--- config.mk ---
export PLATFORM = sky130hd
export DESIGN_NAME = dswsl_top
export DESIGN_NICKNAME = d
export VERILOG_FILES = /design/src/rtl/dswsl_top.v /design/src/rtl/dswsl_sync.v /design/src/rtl/dswsl_abd.v
export VERILOG_INCLUDE_DIRS = /design/src /design/src/rtl
export SDC_FILE = /design/constraint.sdc
export NUM_CORES = 1
export LEC_CHECK = 0
export ABC_AREA = 1
export BUFFER_PORTS_ARGS = -buffer_cell sky130_fd_sc_hd__buf_2
export CAP_MARGIN = 20
export CORE_ASPECT_RATIO = 0.6
export CORE_MARGIN = 5
export CORE_UTILIZATION = 60
export CTS_CLUSTER_SIZE = 10
export DETAILED_ROUTE_END_ITERATION = 7
export HOLD_SLACK_MARGIN = 0.08
export PLACE_DENSITY = 0.81
export SLEW_MARGIN = 10
export SYNTH_ARGS = -nofsm -noshare
export SYNTH_HDL_FRONTEND = slang
export SYNTH_HIERARCHICAL = 1
export SYNTH_SLANG_ARGS = --single-unit
--- constraint.sdc ---
create_clock -name core_clk -period 2.4 [get_ports core_clk]
set_input_delay 0.36 -clock core_clk [delete_from_list [all_inputs] [get_ports core_clk]]
set_output_delay 0.36 -clock core_clk [all_outputs]
set_load 0.005 [all_outputs]
--- src/rtl/dswsl_map.vh ---
// Purpose: constants for the single-wire debug serial link
// Assumes: APB with 32-bit data, one register per aligned word
// Notes: included only by the top design file
`ifndef DSWSL_MAP_VH
`define DSWSL_MAP_VH

// Register byte offsets
`define DSWSL_OFF_CTRL 12'h000
`define DSWSL_OFF_RELOAD 12'h004
`define DSWSL_OFF_TXDATA 12'h008
`define DSWSL_OFF_STATUS 12'h00C
`define DSWSL_OFF_RXDATA 12'h010

// Control register fields
`define DSWSL_CTL_EN 0
`define DSWSL_CTL_LOCK 1
`define DSWSL_CTL_SHARE 2
`define DSWSL_CTL_ABS 3
`define DSWSL_CTL_NINE 4
`define DSWSL_CTL_OE 5
`define DSWSL_CTL_DH 6
`define DSWSL_CTL_CR 7
`define DSWSL_CTL_FC 8

// Status register fields
`define DSWSL_ST_TXBUSY 0
`define DSWSL_ST_RXVALID 1
`define DSWSL_ST_FRAMERR 2
`define DSWSL_ST_COLL 3
`define DSWSL_ST_INIT 4
`define DSWSL_ST_OMIT 5
`define DSWSL_ST_BREAK 6

// Reset values and limits
`define DSWSL_RELOAD_RST 16'h0080
`define DSWSL_RELOAD_EN_MAX 16'h0FFF
`define DSWSL_BREAK_CLKS 13'h1000
`define DSWSL_ABD_CHAR_DFLT 8'h80
`define DSWSL_ABD_CHAR_CR 8'h0D
`define DSWSL_CMD_READ_REV 8'h00
`define DSWSL_ABD_CR_RISES 2'h3

`endif

--- src/rtl/dswsl_top.v ---
// Purpose: single-wire half-duplex serial front end of the debug unit
// Assumes: core_clk 25 MHz, APB slave, open-drain debug pin with pull-up
// Notes: command decode, halt, memory access and check values live elsewhere
//
// Design decisions made here: the address map and the APB register port.
`timescale 1ns/1ps
`include "dswsl_map.vh"
module dswsl_top (
  input wire core_clk,
  input wire reset,
  input wire clk_en,
  input wire psel,
  input wire penable,
  input wire pwrite,
  input wire [11:0] paddr,
  input wire [31:0] pwdata,
  output wire pready,
  output reg [31:0] prdata,
  output wire pslverr,
  input wire pin_share_option,
  input wire clock_changed,
  input wire debug_pin_in,
  output reg debug_pin_out,
  output reg debug_pin_oe,
  output wire debug_pin_owned,
  output reg cmd_abort_q
);
  localparam T_IDLE = 3'd0;
  localparam T_WAITFC = 3'd1;
  localparam T_START = 3'd2;
  localparam T_DATA = 3'd3;
  localparam T_STOP = 3'd4;
  localparam T_BREAK = 3'd5;
  localparam R_IDLE = 2'd0;
  localparam R_START = 2'd1;
  localparam R_DATA = 2'd2;
  localparam R_STOP = 2'd3;

  reg [8:0] ctrl_q;
  reg [15:0] reload_q;
  reg [2:0] tx_state_q;
  reg [12:0] tx_cnt_q;
  reg [3:0] tx_bit_q;
  reg [8:0] tx_shift_q;
  reg tx_hi_q;
  reg [1:0] rx_state_q;
  reg [12:0] rx_cnt_q;
  reg [3:0] rx_bit_q;
  reg [8:0] rx_shift_q;
  reg [8:0] rx_data_q;
  reg rx_valid_q;
  reg frame_err_q;
  reg coll_q;
  reg init_done_q;
  reg omit_check_q;
  reg line_q;
  wire line_sync;
  wire fall;
  wire rise;
  wire abd_done;
  wire [15:0] abd_count;

  // Register decode shared by read and write paths
  function [2:0] reg_index;
    input [11:0] addr;
    begin
      case (addr)
        `DSWSL_OFF_CTRL: reg_index = 3'd1;
        `DSWSL_OFF_RELOAD: reg_index = 3'd2;
        `DSWSL_OFF_TXDATA: reg_index = 3'd3;
        `DSWSL_OFF_STATUS: reg_index = 3'd4;
        `DSWSL_OFF_RXDATA: reg_index = 3'd5;
        default: reg_index = 3'd0;
      endcase
    end
  endfunction

  // Clamp a reload value to 12 bits while the debug unit owns the pin
  function [15:0] clamp_reload;
    input [15:0] val;
    input en;
    begin
      if (en && val > `DSWSL_RELOAD_EN_MAX)
        clamp_reload = `DSWSL_RELOAD_EN_MAX;
      else
        clamp_reload = val;
    end
  endfunction

  wire enabled = ctrl_q[`DSWSL_CTL_EN];
  wire nine = ctrl_q[`DSWSL_CTL_NINE];
  wire [3:0] last_bit = nine ? 4'd8 : 4'd7;
  // Bit time is reload / 8, never below one clock
  wire [12:0] bit_len = (reload_q[15:3] == 13'h0000) ? 13'h0001 : reload_q[15:3];
  wire [12:0] half_len = {1'b0, bit_len[12:1]};
  wire apb_access = psel && penable;
  wire [2:0] widx = reg_index(paddr);
  wire apb_wr = apb_access && pwrite;
  wire apb_rd = apb_access && !pwrite;
  wire tx_load = apb_wr && widx == 3'd3 && tx_state_q == T_IDLE;
  wire tx_active = tx_state_q != T_IDLE && tx_state_q != T_BREAK;
  wire tx_end = tx_cnt_q == bit_len - 13'h0001;
  wire tx_mid = tx_cnt_q == half_len;
  wire rx_tick = rx_cnt_q == 13'h0000;
  wire abs_flag = ctrl_q[`DSWSL_CTL_ABS];
  // Collision: sending a one but the pin reads low at mid-bit
  wire coll_evt = tx_mid && tx_hi_q && !line_sync &&
                  (tx_state_q == T_DATA || tx_state_q == T_STOP);
  wire ferr_evt = rx_state_q == R_STOP && rx_tick && !line_sync;
  wire err_break = enabled && (coll_evt || ferr_evt);
  wire go_break = err_break || (enabled && clock_changed);

  assign pready = 1'b1;
  assign pslverr = apb_access && widx == 3'd0;
  assign debug_pin_owned = enabled;

  dswsl_sync u_sync (
    .core_clk(core_clk),
    .reset(reset),
    .clk_en(clk_en),
    .pin_in(debug_pin_in),
    .pin_sync(line_sync)
  );

  // Edge detect reads only the second synchronizer stage
  always @(posedge core_clk) begin
    if (reset)
      line_q <= 1'b1;
    else if (clk_en)
      line_q <= line_sync;
  end
  assign fall = line_q && !line_sync;
  assign rise = !line_q && line_sync;

  dswsl_abd u_abd (
    .core_clk(core_clk),
    .reset(reset),
    .clk_en(clk_en),
    .arm(abs_flag && !tx_active && tx_state_q != T_BREAK),
    .sel_cr(ctrl_q[`DSWSL_CTL_CR] && !enabled),
    .fall(fall),
    .rise(rise),
    .done_q(abd_done),
    .count_q(abd_count)
  );

  // Control and reload registers; hardware events win over software writes
  always @(posedge core_clk) begin
    if (reset) begin
      ctrl_q <= 9'h000;
      ctrl_q[`DSWSL_CTL_EN] <= 1'b1;
      ctrl_q[`DSWSL_CTL_LOCK] <= pin_share_option;
      ctrl_q[`DSWSL_CTL_SHARE] <= pin_share_option;
      ctrl_q[`DSWSL_CTL_ABS] <= 1'b1;
      reload_q <= `DSWSL_RELOAD_RST;
    end else if (clk_en) begin
      if (apb_wr && widx == 3'd1) begin
        ctrl_q[8:4] <= pwdata[8:4];
        ctrl_q[`DSWSL_CTL_ABS] <= pwdata[`DSWSL_CTL_ABS];
        // Lock is set-only by software; share option is read-only
        if (pwdata[`DSWSL_CTL_LOCK])
          ctrl_q[`DSWSL_CTL_LOCK] <= 1'b1;
        if (pwdata[`DSWSL_CTL_EN])
          ctrl_q[`DSWSL_CTL_EN] <= 1'b1;
        else if (!ctrl_q[`DSWSL_CTL_LOCK] && !ctrl_q[`DSWSL_CTL_SHARE])
          ctrl_q[`DSWSL_CTL_EN] <= 1'b0;
        // Switching to carriage return calibration only while disabled or in the write that disables
        if (enabled && !(pwdata[`DSWSL_CTL_EN] == 1'b0 &&
            !ctrl_q[`DSWSL_CTL_LOCK] && !ctrl_q[`DSWSL_CTL_SHARE]))
          ctrl_q[`DSWSL_CTL_CR] <= 1'b0;
      end
      if (apb_wr && widx == 3'd2)
        reload_q <= clamp_reload(pwdata[15:0], enabled);
      if (abd_done) begin
        reload_q <= clamp_reload(abd_count, enabled);
        ctrl_q[`DSWSL_CTL_ABS] <= 1'b0;
      end
      if (go_break || (!enabled && clock_changed))
        ctrl_q[`DSWSL_CTL_ABS] <= 1'b1;
      if (enabled && reload_q > `DSWSL_RELOAD_EN_MAX)
        reload_q <= `DSWSL_RELOAD_EN_MAX;
    end
  end

  // Transmitter: start, data LSB first, optional ninth bit, stop, break
  always @(posedge core_clk) begin
    if (reset) begin
      tx_state_q <= T_IDLE;
      tx_cnt_q <= 13'h0000;
      tx_bit_q <= 4'h0;
      tx_shift_q <= 9'h000;
      tx_hi_q <= 1'b1;
      cmd_abort_q <= 1'b0;
    end else if (clk_en) begin
      cmd_abort_q <= 1'b0;
      tx_cnt_q <= tx_cnt_q + 13'h0001;
      if (go_break) begin
        tx_state_q <= T_BREAK;
        tx_cnt_q <= 13'h0000;
        tx_hi_q <= 1'b0;
        cmd_abort_q <= 1'b1;
      end else begin
        case (tx_state_q)
          T_IDLE: begin
            tx_hi_q <= 1'b1;
            if (tx_load && rx_state_q == R_IDLE && !abs_flag) begin
              tx_shift_q <= pwdata[8:0];
              tx_cnt_q <= 13'h0000;
              tx_hi_q <= ctrl_q[`DSWSL_CTL_FC];
              tx_state_q <= ctrl_q[`DSWSL_CTL_FC] ? T_WAITFC : T_START;
            end
          end
          T_WAITFC: begin
            tx_cnt_q <= 13'h0000;
            if (fall)
              tx_state_q <= T_START;
          end
          T_START: begin
            if (tx_end) begin
              tx_cnt_q <= 13'h0000;
              tx_bit_q <= 4'h0;
              tx_hi_q <= tx_shift_q[0];
              tx_state_q <= T_DATA;
            end
          end
          T_DATA: begin
            if (tx_end) begin
              tx_cnt_q <= 13'h0000;
              tx_shift_q <= {1'b0, tx_shift_q[8:1]};
              tx_bit_q <= tx_bit_q + 4'h1;
              if (tx_bit_q == last_bit) begin
                tx_hi_q <= 1'b1;
                tx_state_q <= T_STOP;
              end else begin
                tx_hi_q <= tx_shift_q[1];
              end
            end
          end
          T_STOP: begin
            if (tx_end)
              tx_state_q <= T_IDLE;
          end
          T_BREAK: begin
            if (tx_cnt_q == `DSWSL_BREAK_CLKS - 13'h0001) begin
              tx_hi_q <= 1'b1;
              tx_state_q <= T_IDLE;
            end
          end
          default: tx_state_q <= T_IDLE;
        endcase
      end
    end
  end

  // Pin driver: low always driven, high only as the line control bits allow
  always @* begin
    debug_pin_out = 1'b0;
    debug_pin_oe = 1'b0;
    if (tx_state_q == T_BREAK || (tx_active && tx_state_q != T_WAITFC && !tx_hi_q)) begin
      debug_pin_oe = 1'b1;
    end else if (tx_active && tx_state_q != T_WAITFC) begin
      debug_pin_out = 1'b1;
      if (ctrl_q[`DSWSL_CTL_OE] && ctrl_q[`DSWSL_CTL_DH])
        debug_pin_oe = tx_cnt_q == 13'h0000;
      else if (ctrl_q[`DSWSL_CTL_OE])
        debug_pin_oe = 1'b1;
      else if (ctrl_q[`DSWSL_CTL_DH])
        debug_pin_oe = !line_sync && tx_cnt_q < half_len;
    end
  end

  // Receiver: mid-bit sampling, held off while transmitting
  always @(posedge core_clk) begin
    if (reset) begin
      rx_state_q <= R_IDLE;
      rx_cnt_q <= 13'h0000;
      rx_bit_q <= 4'h0;
      rx_shift_q <= 9'h000;
    end else if (clk_en) begin
      rx_cnt_q <= rx_cnt_q - 13'h0001;
      case (rx_state_q)
        R_IDLE: begin
          if (fall && tx_state_q == T_IDLE && !abs_flag) begin
            rx_cnt_q <= half_len;
            rx_state_q <= R_START;
          end
        end
        R_START: begin
          if (rx_tick) begin
            rx_cnt_q <= bit_len - 13'h0001;
            rx_bit_q <= 4'h0;
            rx_state_q <= line_sync ? R_IDLE : R_DATA;
          end
        end
        R_DATA: begin
          if (rx_tick) begin
            rx_cnt_q <= bit_len - 13'h0001;
            rx_shift_q <= nine ? {line_sync, rx_shift_q[8:1]}
                               : {1'b0, line_sync, rx_shift_q[7:1]};
            rx_bit_q <= rx_bit_q + 4'h1;
            if (rx_bit_q == last_bit)
              rx_state_q <= R_STOP;
          end
        end
        R_STOP: begin
          if (rx_tick)
            rx_state_q <= R_IDLE;
        end
        default: rx_state_q <= R_IDLE;
      endcase
    end
  end

  // Received character, error flags and the initialization gate
  always @(posedge core_clk) begin
    if (reset) begin
      rx_data_q <= 9'h000;
      rx_valid_q <= 1'b0;
      frame_err_q <= 1'b0;
      coll_q <= 1'b0;
      init_done_q <= 1'b0;
      omit_check_q <= 1'b0;
    end else if (clk_en) begin
      if (apb_rd && widx == 3'd5)
        rx_valid_q <= 1'b0;
      if (apb_wr && widx == 3'd4) begin
        if (pwdata[`DSWSL_ST_FRAMERR])
          frame_err_q <= 1'b0;
        if (pwdata[`DSWSL_ST_COLL])
          coll_q <= 1'b0;
        if (pwdata[`DSWSL_ST_OMIT])
          omit_check_q <= 1'b0;
      end
      if (ferr_evt)
        frame_err_q <= 1'b1;
      if (coll_evt)
        coll_q <= 1'b1;
      if (rx_state_q == R_STOP && rx_tick && line_sync) begin
        if (init_done_q || rx_shift_q[7:0] == `DSWSL_CMD_READ_REV) begin
          rx_data_q <= rx_shift_q;
          rx_valid_q <= 1'b1;
          if (!init_done_q)
            omit_check_q <= 1'b1;
          init_done_q <= 1'b1;
        end
      end
    end
  end

  // APB read data is captured in the setup cycle for a zero-wait access
  always @(posedge core_clk) begin
    if (reset) begin
      prdata <= 32'h00000000;
    end else if (clk_en && psel && !penable) begin
      case (widx)
        3'd1: prdata <= {23'h000000, ctrl_q};
        3'd2: prdata <= {16'h0000, reload_q};
        3'd4: prdata <= {25'h0000000, tx_state_q == T_BREAK, omit_check_q, init_done_q,
                         coll_q, frame_err_q, rx_valid_q, tx_state_q != T_IDLE};
        3'd5: prdata <= {23'h000000, rx_data_q};
        default: prdata <= 32'h00000000;
      endcase
    end
  end
endmodule

--- src/rtl/dswsl_sync.v ---
// Purpose: two-stage synchronizer for the debug pin input
// Assumes: single clock, synchronous active-high reset
// Notes: only the second stage leaves this module
`timescale 1ns/1ps
module dswsl_sync (
  input wire core_clk,
  input wire reset,
  input wire clk_en,
  input wire pin_in,
  output wire pin_sync
);
  reg meta_q;
  reg sync_q;

  // Idle line is high, so reset to high to avoid a false edge
  always @(posedge core_clk) begin
    if (reset) begin
      meta_q <= 1'b1;
      sync_q <= 1'b1;
    end else if (clk_en) begin
      meta_q <= pin_in;
      sync_q <= meta_q;
    end
  end

  assign pin_sync = sync_q;
endmodule

--- src/rtl/dswsl_abd.v ---
// Purpose: auto-baud detector measuring eight bit times
// Assumes: line_q is the synchronized pin, edges derived from it
// Notes: count saturates so a stuck line cannot wrap the result
`timescale 1ns/1ps
module dswsl_abd (
  input wire core_clk,
  input wire reset,
  input wire clk_en,
  input wire arm,
  input wire sel_cr,
  input wire fall,
  input wire rise,
  output reg done_q,
  output reg [15:0] count_q
);
  localparam S_IDLE = 2'd0;
  localparam S_WAIT = 2'd1;
  localparam S_CNT = 2'd2;
  reg [1:0] state_q;
  reg [1:0] rises_q;

  // 80H: fall of start to rise of D7; 0DH: first rise to third rise
  always @(posedge core_clk) begin
    if (reset) begin
      state_q <= S_IDLE;
      rises_q <= 2'h0;
      done_q <= 1'b0;
      count_q <= 16'h0000;
    end else if (clk_en) begin
      done_q <= 1'b0;
      if (count_q != 16'hFFFF)
        count_q <= count_q + 16'h0001;
      case (state_q)
        S_IDLE: begin
          if (arm && fall) begin
            count_q <= 16'h0001;
            state_q <= sel_cr ? S_WAIT : S_CNT;
          end
        end
        S_WAIT: begin
          if (!arm) begin
            state_q <= S_IDLE;
          end else if (rise) begin
            count_q <= 16'h0001;
            rises_q <= 2'h1;
            state_q <= S_CNT;
          end
        end
        S_CNT: begin
          if (!arm) begin
            state_q <= S_IDLE;
          end else if (rise) begin
            rises_q <= rises_q + 2'h1;
            if (!sel_cr || (rises_q + 2'h1) == `DSWSL_ABD_CR_RISES) begin
              done_q <= 1'b1;
              count_q <= count_q; // Hold the span, the reload takes it next cycle
              state_q <= S_IDLE;
            end
          end
        end
        default: state_q <= S_IDLE;
      endcase
    end
  end
endmodule

# Yosys cells after proc, flatten, opt, wreduce, memory -nomap -nowiden

Cells that the tools add are included.

Register bits: 154
Input bits: 53
Output and inout port bits: 38
Word-level logic and storage cells: 309

Add/sub/neg operators: 7
$lt $le $gt $ge: 4
Equal/unequal tests: 52
Mux-type cells: 107
Bitwise logic cells: 2
Reduce and logical (&&, ||, !) cells: 107

Operator list:

| cell                    | number |
|---|---|
| $mux W16                | 12 |
| $mux W13                | 6 |
| $pmux W16 S4            | 1 |
| $gt A16 B12 Y1 const B  | 3 |
| $pmux W16 S3            | 1 |
| $logic_and A1 B1 Y1     | 43 |
| $mux W2                 | 21 |
| $logic_not A13 Y1       | 3 |
| $mux W1                 | 39 |
| $pmux W13 S3            | 1 |
| $mux W9                 | 3 |
| $ne A3 B3 Y1 const B    | 9 |
| $pmux W13 S2            | 1 |
| $sub A13 B1 Y13 const B | 2 |
| $eq A12 B4 Y1 const B   | 2 |
| $mux W3                 | 8 |
| $reduce_bool A2 Y1      | 12 |
| $mux W4                 | 5 |
| $reduce_and A5 Y1       | 4 |
| $pmux W3 S6             | 1 |
| $pmux W9 S2             | 1 |
| $reduce_and A3 Y1       | 6 |
| $add A16 B1 Y16 const B | 1 |
| $ne A16 B16 Y1 const B  | 1 |
| other kinds (40)        | 93 |

# Longest topological paths before layout

Depth after elaboration: 12
Gate-level depth with buffers: 18
Gate-level depth less buffers: 18

# By module

Netlist, hierarchy kept.

By module, submodules not included:

| module     | times used | cells an instance | area an instance (µm²) | sequential area each (µm²) |
|---|---|---|---|---|
| dswsl_top  | 1          | 1,077             | 7,136.8                | 2,322.2 |
| dswsl_abd  | 1          | 180               | 1,282.5                | 420.4 |
| dswsl_sync | 1          | 10                | 72.6                   | 40.0 |

# Worst setup path before layout

Ideal clock, no wire load.

Path kind: register to register
From: register reload_q[11]
To: register tx_shift_q[6]
Setup time: 0.113 ns
Arrival: 2.004 ns
Data required time: 2.287 ns
Slack: 0.283 ns
Cell stages (with the launch flop): 18
Buffers on the path: 1
Clock period less this slack: 2.117 ns
Cells stage by stage: dfxtp_1 -> inv_1 -> ha_1 -> nand2_1 -> nor2_1 -> nand4_1 -> nor2_1 -> nand2_1 -> inv_1 -> nor2_1 -> nand2_1 -> nand2_2 -> nand2_1 -> a21oi_1 -> o21ai_2 -> buf_6 -> o21ai_1 -> nor2_1

Longest elaborated chain between the ends: 11
Elaborated cells between the ends (all ways): 14
Classes of those cells: add/sub: 1; eq/ne: 3; mux: 1; bitwise: 1; reduce/logical: 8

Ends and longest elaborated chain:

| item                                                                    | line            | RTL |
|---|---|---|
| from (decl)                                                             | dswsl_top.v:40  | `reg [15:0] reload_q;` |
| from (signal assigned)                                                  | dswsl_top.v:155 | `` reload_q <= `DSWSL_RELOAD_RST; `` |
| from (signal assigned)                                                  | dswsl_top.v:173 | `reload_q <= clamp_reload(pwdata[15:0], enabled);` |
| from (signal assigned)                                                  | dswsl_top.v:175 | `reload_q <= clamp_reload(abd_count, enabled);` |
| $logic_not A13 Y1                                                       | dswsl_top.v:94  | `wire [12:0] bit_len = (reload_q[15:3] == 13'h0000) ? 13'h0001 : reload_q[15:3];` |
| $mux W13 *                                                              | dswsl_top.v:94  |  |
| parallel branches: the longest is 8 deep, another holds $sub A13 B1 Y13 | --              |  |
| $reduce_and A5 Y1 (no line) *                                           | --              |  |
| to (signal assigned)                                                    | dswsl_top.v:207 | `tx_shift_q <= pwdata[8:0];` |
| to (signal assigned)                                                    | dswsl_top.v:229 | `tx_shift_q <= {1'b0, tx_shift_q[8:1]};` |
| to (decl)                                                               | dswsl_top.v:44  | `reg [8:0] tx_shift_q;` |

Mark *: on every way between the ends.
A chain may end at the register's enable or synchronous reset.

# Worst setup path in the final report

Same ends and word-level chain as after synthesis.

==> metrics.csv <==
stage;metric;value;unit
run_status;status;finished with violations;
run_status;violations;DRC, setup timing;
drt;wire_per_inst;18.6;um
die;die_h;102;um
power;p_per_area;703;nW/um2
clock_network;cts_buffers;17;
min_path;hold_path_end;ctrl_q[2]$_DFFE_PP_;
global_route;grt_max_degree;33;
worst_setup_path;required;2.74;ns
synth;syn_avg_cell_area;6.70;um2
clock_network;ctsHtreeMaxLevel;4;
worst_setup_path;endpoint_kind;flop;
final_layout;drive_above_1_share;27.1;%
drt;dr.pass1.iters;8;
sta;fin_skew;0.0143;ns
final_layout;fin_area;11000;um2
drt;ant_nets;0;
sta;min_period;2.70;ns
synth;async_reset_ff_share;0;%
clock_network;clockBufferDepth;2;
min_path;min_path_cells;1;
sta;hold_viol_final;0;
clock_network;numClockSinks;138;
min_path;hp-class;primary input to flop;
global_route;grtUsageTotal;33.9;%
clock_network;path_clk_slew;0.07;ns
place;io_buffers;57;
drt;drc;6;
sta;setup_viol;31;
place;place.gp.congestion;1.01;
synth;synthMuxAreaShare;0;%
synth;synth_warnings;6;
synth;ys_types;55;
worst_setup_path;critPathLaunchType;flop;
final_layout;stdcell_count;1628;
drt;wl;30200;um
die;die_area;16700;um2
power;vdd_drop_max;0.483;mV
final_layout;nNetsFinal;1499;
sta;fmax;370;MHz
worst_setup_path;ff2ff_path_depth;18;
die;pin_count;91;
global_route;grt_pass1_wl;45000;um
flow_run;cap_violations;0;
global_route;grt_pass1_vias;9061;
final_layout;layout_commonest_cell;nand2_1;
synth;synth_edf_count;2;
clock_network;clock-root-buffer;clkbuf_16;
final_layout;final_cell_mix;nand2_1, inv_1, dfxtp_1, o21ai_0, nor2_1;
drt;drt-initial-drc-count;1406;
clock_network;cts_tree;yes;
synth;synth_compound_area_share;21.4;%
die;core.rowCount;33;
place;dp_hpwl;19500;um
die;die_w;164;um
min_path;hold_path.startpoint;pin_share_option;
synth;synth_xor_area_share;2.68;%
synth;ys_seq_elements;138;
worst_setup_path;path_class;flop to flop;
place;dpl_cell_area;9440;um2
synth;syn_inst;1267;
global_route;antenna_found_initial;1;
final_layout;antenna_cells;0;
worst_setup_path;r2r_start;reload_q[11]$_SDFFE_PP0P_;
synth;synth_top_family_by_area;simple AND/OR/NAND/NOR gates;
synth;ys_seq_area_share;32.8;%
die;initial_core_util;61.8;%
die;core_area;13700;um2
sta;rsz0062_at_grt;yes;
sta;fin_crit_sh;113;%
drt;drt-vias-per-instance;6.06;
synth;synth-adder-area-share;3.39;%
sta;tightestPinTransition;0.772;ns
synth;synth-main-ff-cell;dfxtp_1;
sta;maxSlewHeadroom;48.5;%
worst_setup_path;rrSetupSlack;-0.30;ns
drt;dr_total_vias;9861;
worst_setup_path;arrival;3.04;ns
sta;setup_ws;-0.301;ns
final_layout;fillCellCount;927;
synth;syn_area;8490;um2
worst_setup_path;critPathMaxFanout;5;
global_route;overflow;0;
power;power;0.00775;W
worst_setup_path;r2r-end;tx_shift_q[6]$_SDFFE_PP0P_;
place;dp_cells;1558;
power;leakage;4.69;nW
sta;maxSlewViolCount;0;
synth;yosys.area_share.simple;28.6;%
clock_network;clk_latency;0.45;ns
final_layout;syn2layout_area_growth;29.8;%
==> sequential cells by signal (all words and copies together), names as in the netlist, 2 cells and up, named ones only <==
register / flops
u_abd/state_q: 2
tx_state_q: 3
reload_q: 16
tx_cnt_q: 13
tx_bit_q: 4
rx_shift_q: 9
rx_data_q: 9
prdata: 16
rx_cnt_q: 13
u_abd/rises_q: 2
ctrl_q: 9
rx_bit_q: 4
tx_shift_q: 9
u_abd/count_q: 16
==> logic make-up (layout without fill, tap and decap cells) <==
kind of cell	Yosys count	count (layout)
buffers and inverters	229	382
DFF	138	138
adders and majority gates	23	23
other	2	17
xor gates and xnor gates	26	26
AOI/OAI and AO/OA	322	322
and+or+nand+nor	527	528
==> stage by stage <==
stage          util [%]  setup WS (ns)  setup TNS [ns]  hold slack [ns]
5_1_grt            80.2         -0.396          -10.49            0.143
2_1_floorplan         -          0.283               0            0.429
4_1_cts            77.0         -0.170           -1.77            0.136
3_5_place_dp       68.7         0.0319               0            0.446
3_3_place_gp       68.7         0.0599               0            0.442
6_report           80.2         -0.301           -6.99            0.131
==> worst max-delay path, cell delays in order (launching register included) <==
cell and delay, ns:
dfxtp_2 0.32, buf_6 0.11, buf_6 0.11, nor2_4 0.11, nand2_2 0.08, nor2_4 0.20, nand2_4 0.14, nand4_1 0.16
nand2_1 0.11, nand2_1 0.11, nand2_2 0.09, nor2_4 0.11, nand3_4 0.13, buf_6 0.15, nor2_4 0.18, o21ai_4 0.12
buf_6 0.16, o21ai_2 0.13, nor2_1 0.06
==> Yosys cell counts (4+ instances only) <==
cell | number | share of area (%)
inv_1 | 161 | 7.1
o21ai_0 | 124 | 7.3
or2_2 | 5 | 0.37
nand2_2 | 14 | 1.0
nand3_2 | 4 | 0.47
nand4_1 | 18 | 1.3
xor2_1 | 23 | 2.4
a31oi_1 | 4 | 0.29
o21ai_2 | 7 | 0.72
a21oi_1 | 115 | 6.8
nor3_1 | 23 | 1.4
a221oi_1 | 5 | 0.52
clkinv_1 | 4 | 0.18
o211ai_1 | 6 | 0.53
dfxtp_1 | 136 | 32
nor2_1 | 125 | 5.5
nand2_1 | 225 | 9.9
o31ai_1 | 5 | 0.44
nor2_4 | 9 | 1.2
buf_4 | 18 | 1.6
ha_1 | 23 | 3.4
o22ai_1 | 21 | 1.5
clkbuf_1 | 36 | 1.6
nor2_2 | 7 | 0.52
a41oi_1 | 9 | 0.93
nand3_1 | 78 | 4.6
a21oi_2 | 4 | 0.41
o21ai_1 | 5 | 0.29
nor4_1 | 4 | 0.29
inv_2 | 4 | 0.18
==> power by group <==
part / switching, W / leakage, nW / total, W / internal [W]
combinational: 0.00144 / 3.25 / 0.00235 / 0.000905
clock: 0.00126 / 0.306 / 0.00285 / 0.00159
sequential: 0.000125 / 1.13 / 0.00255 / 0.00242
total: 0.00283 / 4.69 / 0.00775 / 0.00492
==> layout make-up <==
type / instances / area [um2] / share of cell area (%)
well taps: 192 / 240 / 2.18
clock inverters: 15 / 194 / 1.76
multi-input cells: 916 / 5400 / 49.0
flip-flops and latches: 138 / 2800 / 25.4
inverters: 172 / 663 / 6.02
clock buffers: 17 / 425 / 3.86
repair buffers: 178 / 1300 / 11.8
==> metal layers <==
| metal | wire, um | vias up | global-route usage (%) |
|---|---|---|---|
| met5 | 15 | - | 0 |
| met1 | 12200 | 4457 | 45.5 |
| met3 | 4090 | 145 | 11.8 |
| li1 | - | 4512 | - |
| met2 | 12700 | 745 | 50.5 |
| met4 | 1250 | 2 | 13.5 |
==> timing repair <==
| item | in CTS | in global routing |
|---|---|---|
| buffers inserted | 23 | 14 |
| gates resized for setup | 89 | 77 |
| hold buffers | 0 | 0 |
| endpoints found under the setup margin | 10 | 60 |
| pin swaps | 33 | 18 |
| gates cloned | 2 | 1 |
==> worst max path at each step <==
stage	start	endpoint	cells after the start	slack, ns
after floorplan	reload_q[11]$_SDFFE_PP0P_	tx_shift_q[6]$_SDFFE_PP0P_	17	0.28
after global placement	reload_q[6]$_SDFFE_PP0P_	debug_pin_oe	11	0.06
after detailed placement	reload_q[11]$_SDFFE_PP0P_	tx_shift_q[4]$_SDFFE_PP0P_	16	0.03
after CTS	reload_q[8]$_SDFFE_PP0P_	debug_pin_oe	13	-0.17
after global routing	reload_q[11]$_SDFFE_PP0P_	tx_shift_q[6]$_SDFFE_PP0P_	18	-0.40
final	reload_q[11]$_SDFFE_PP0P_	tx_shift_q[6]$_SDFFE_PP0P_	18	-0.30
Note: power is estimated with default switching activity, not from simulation.
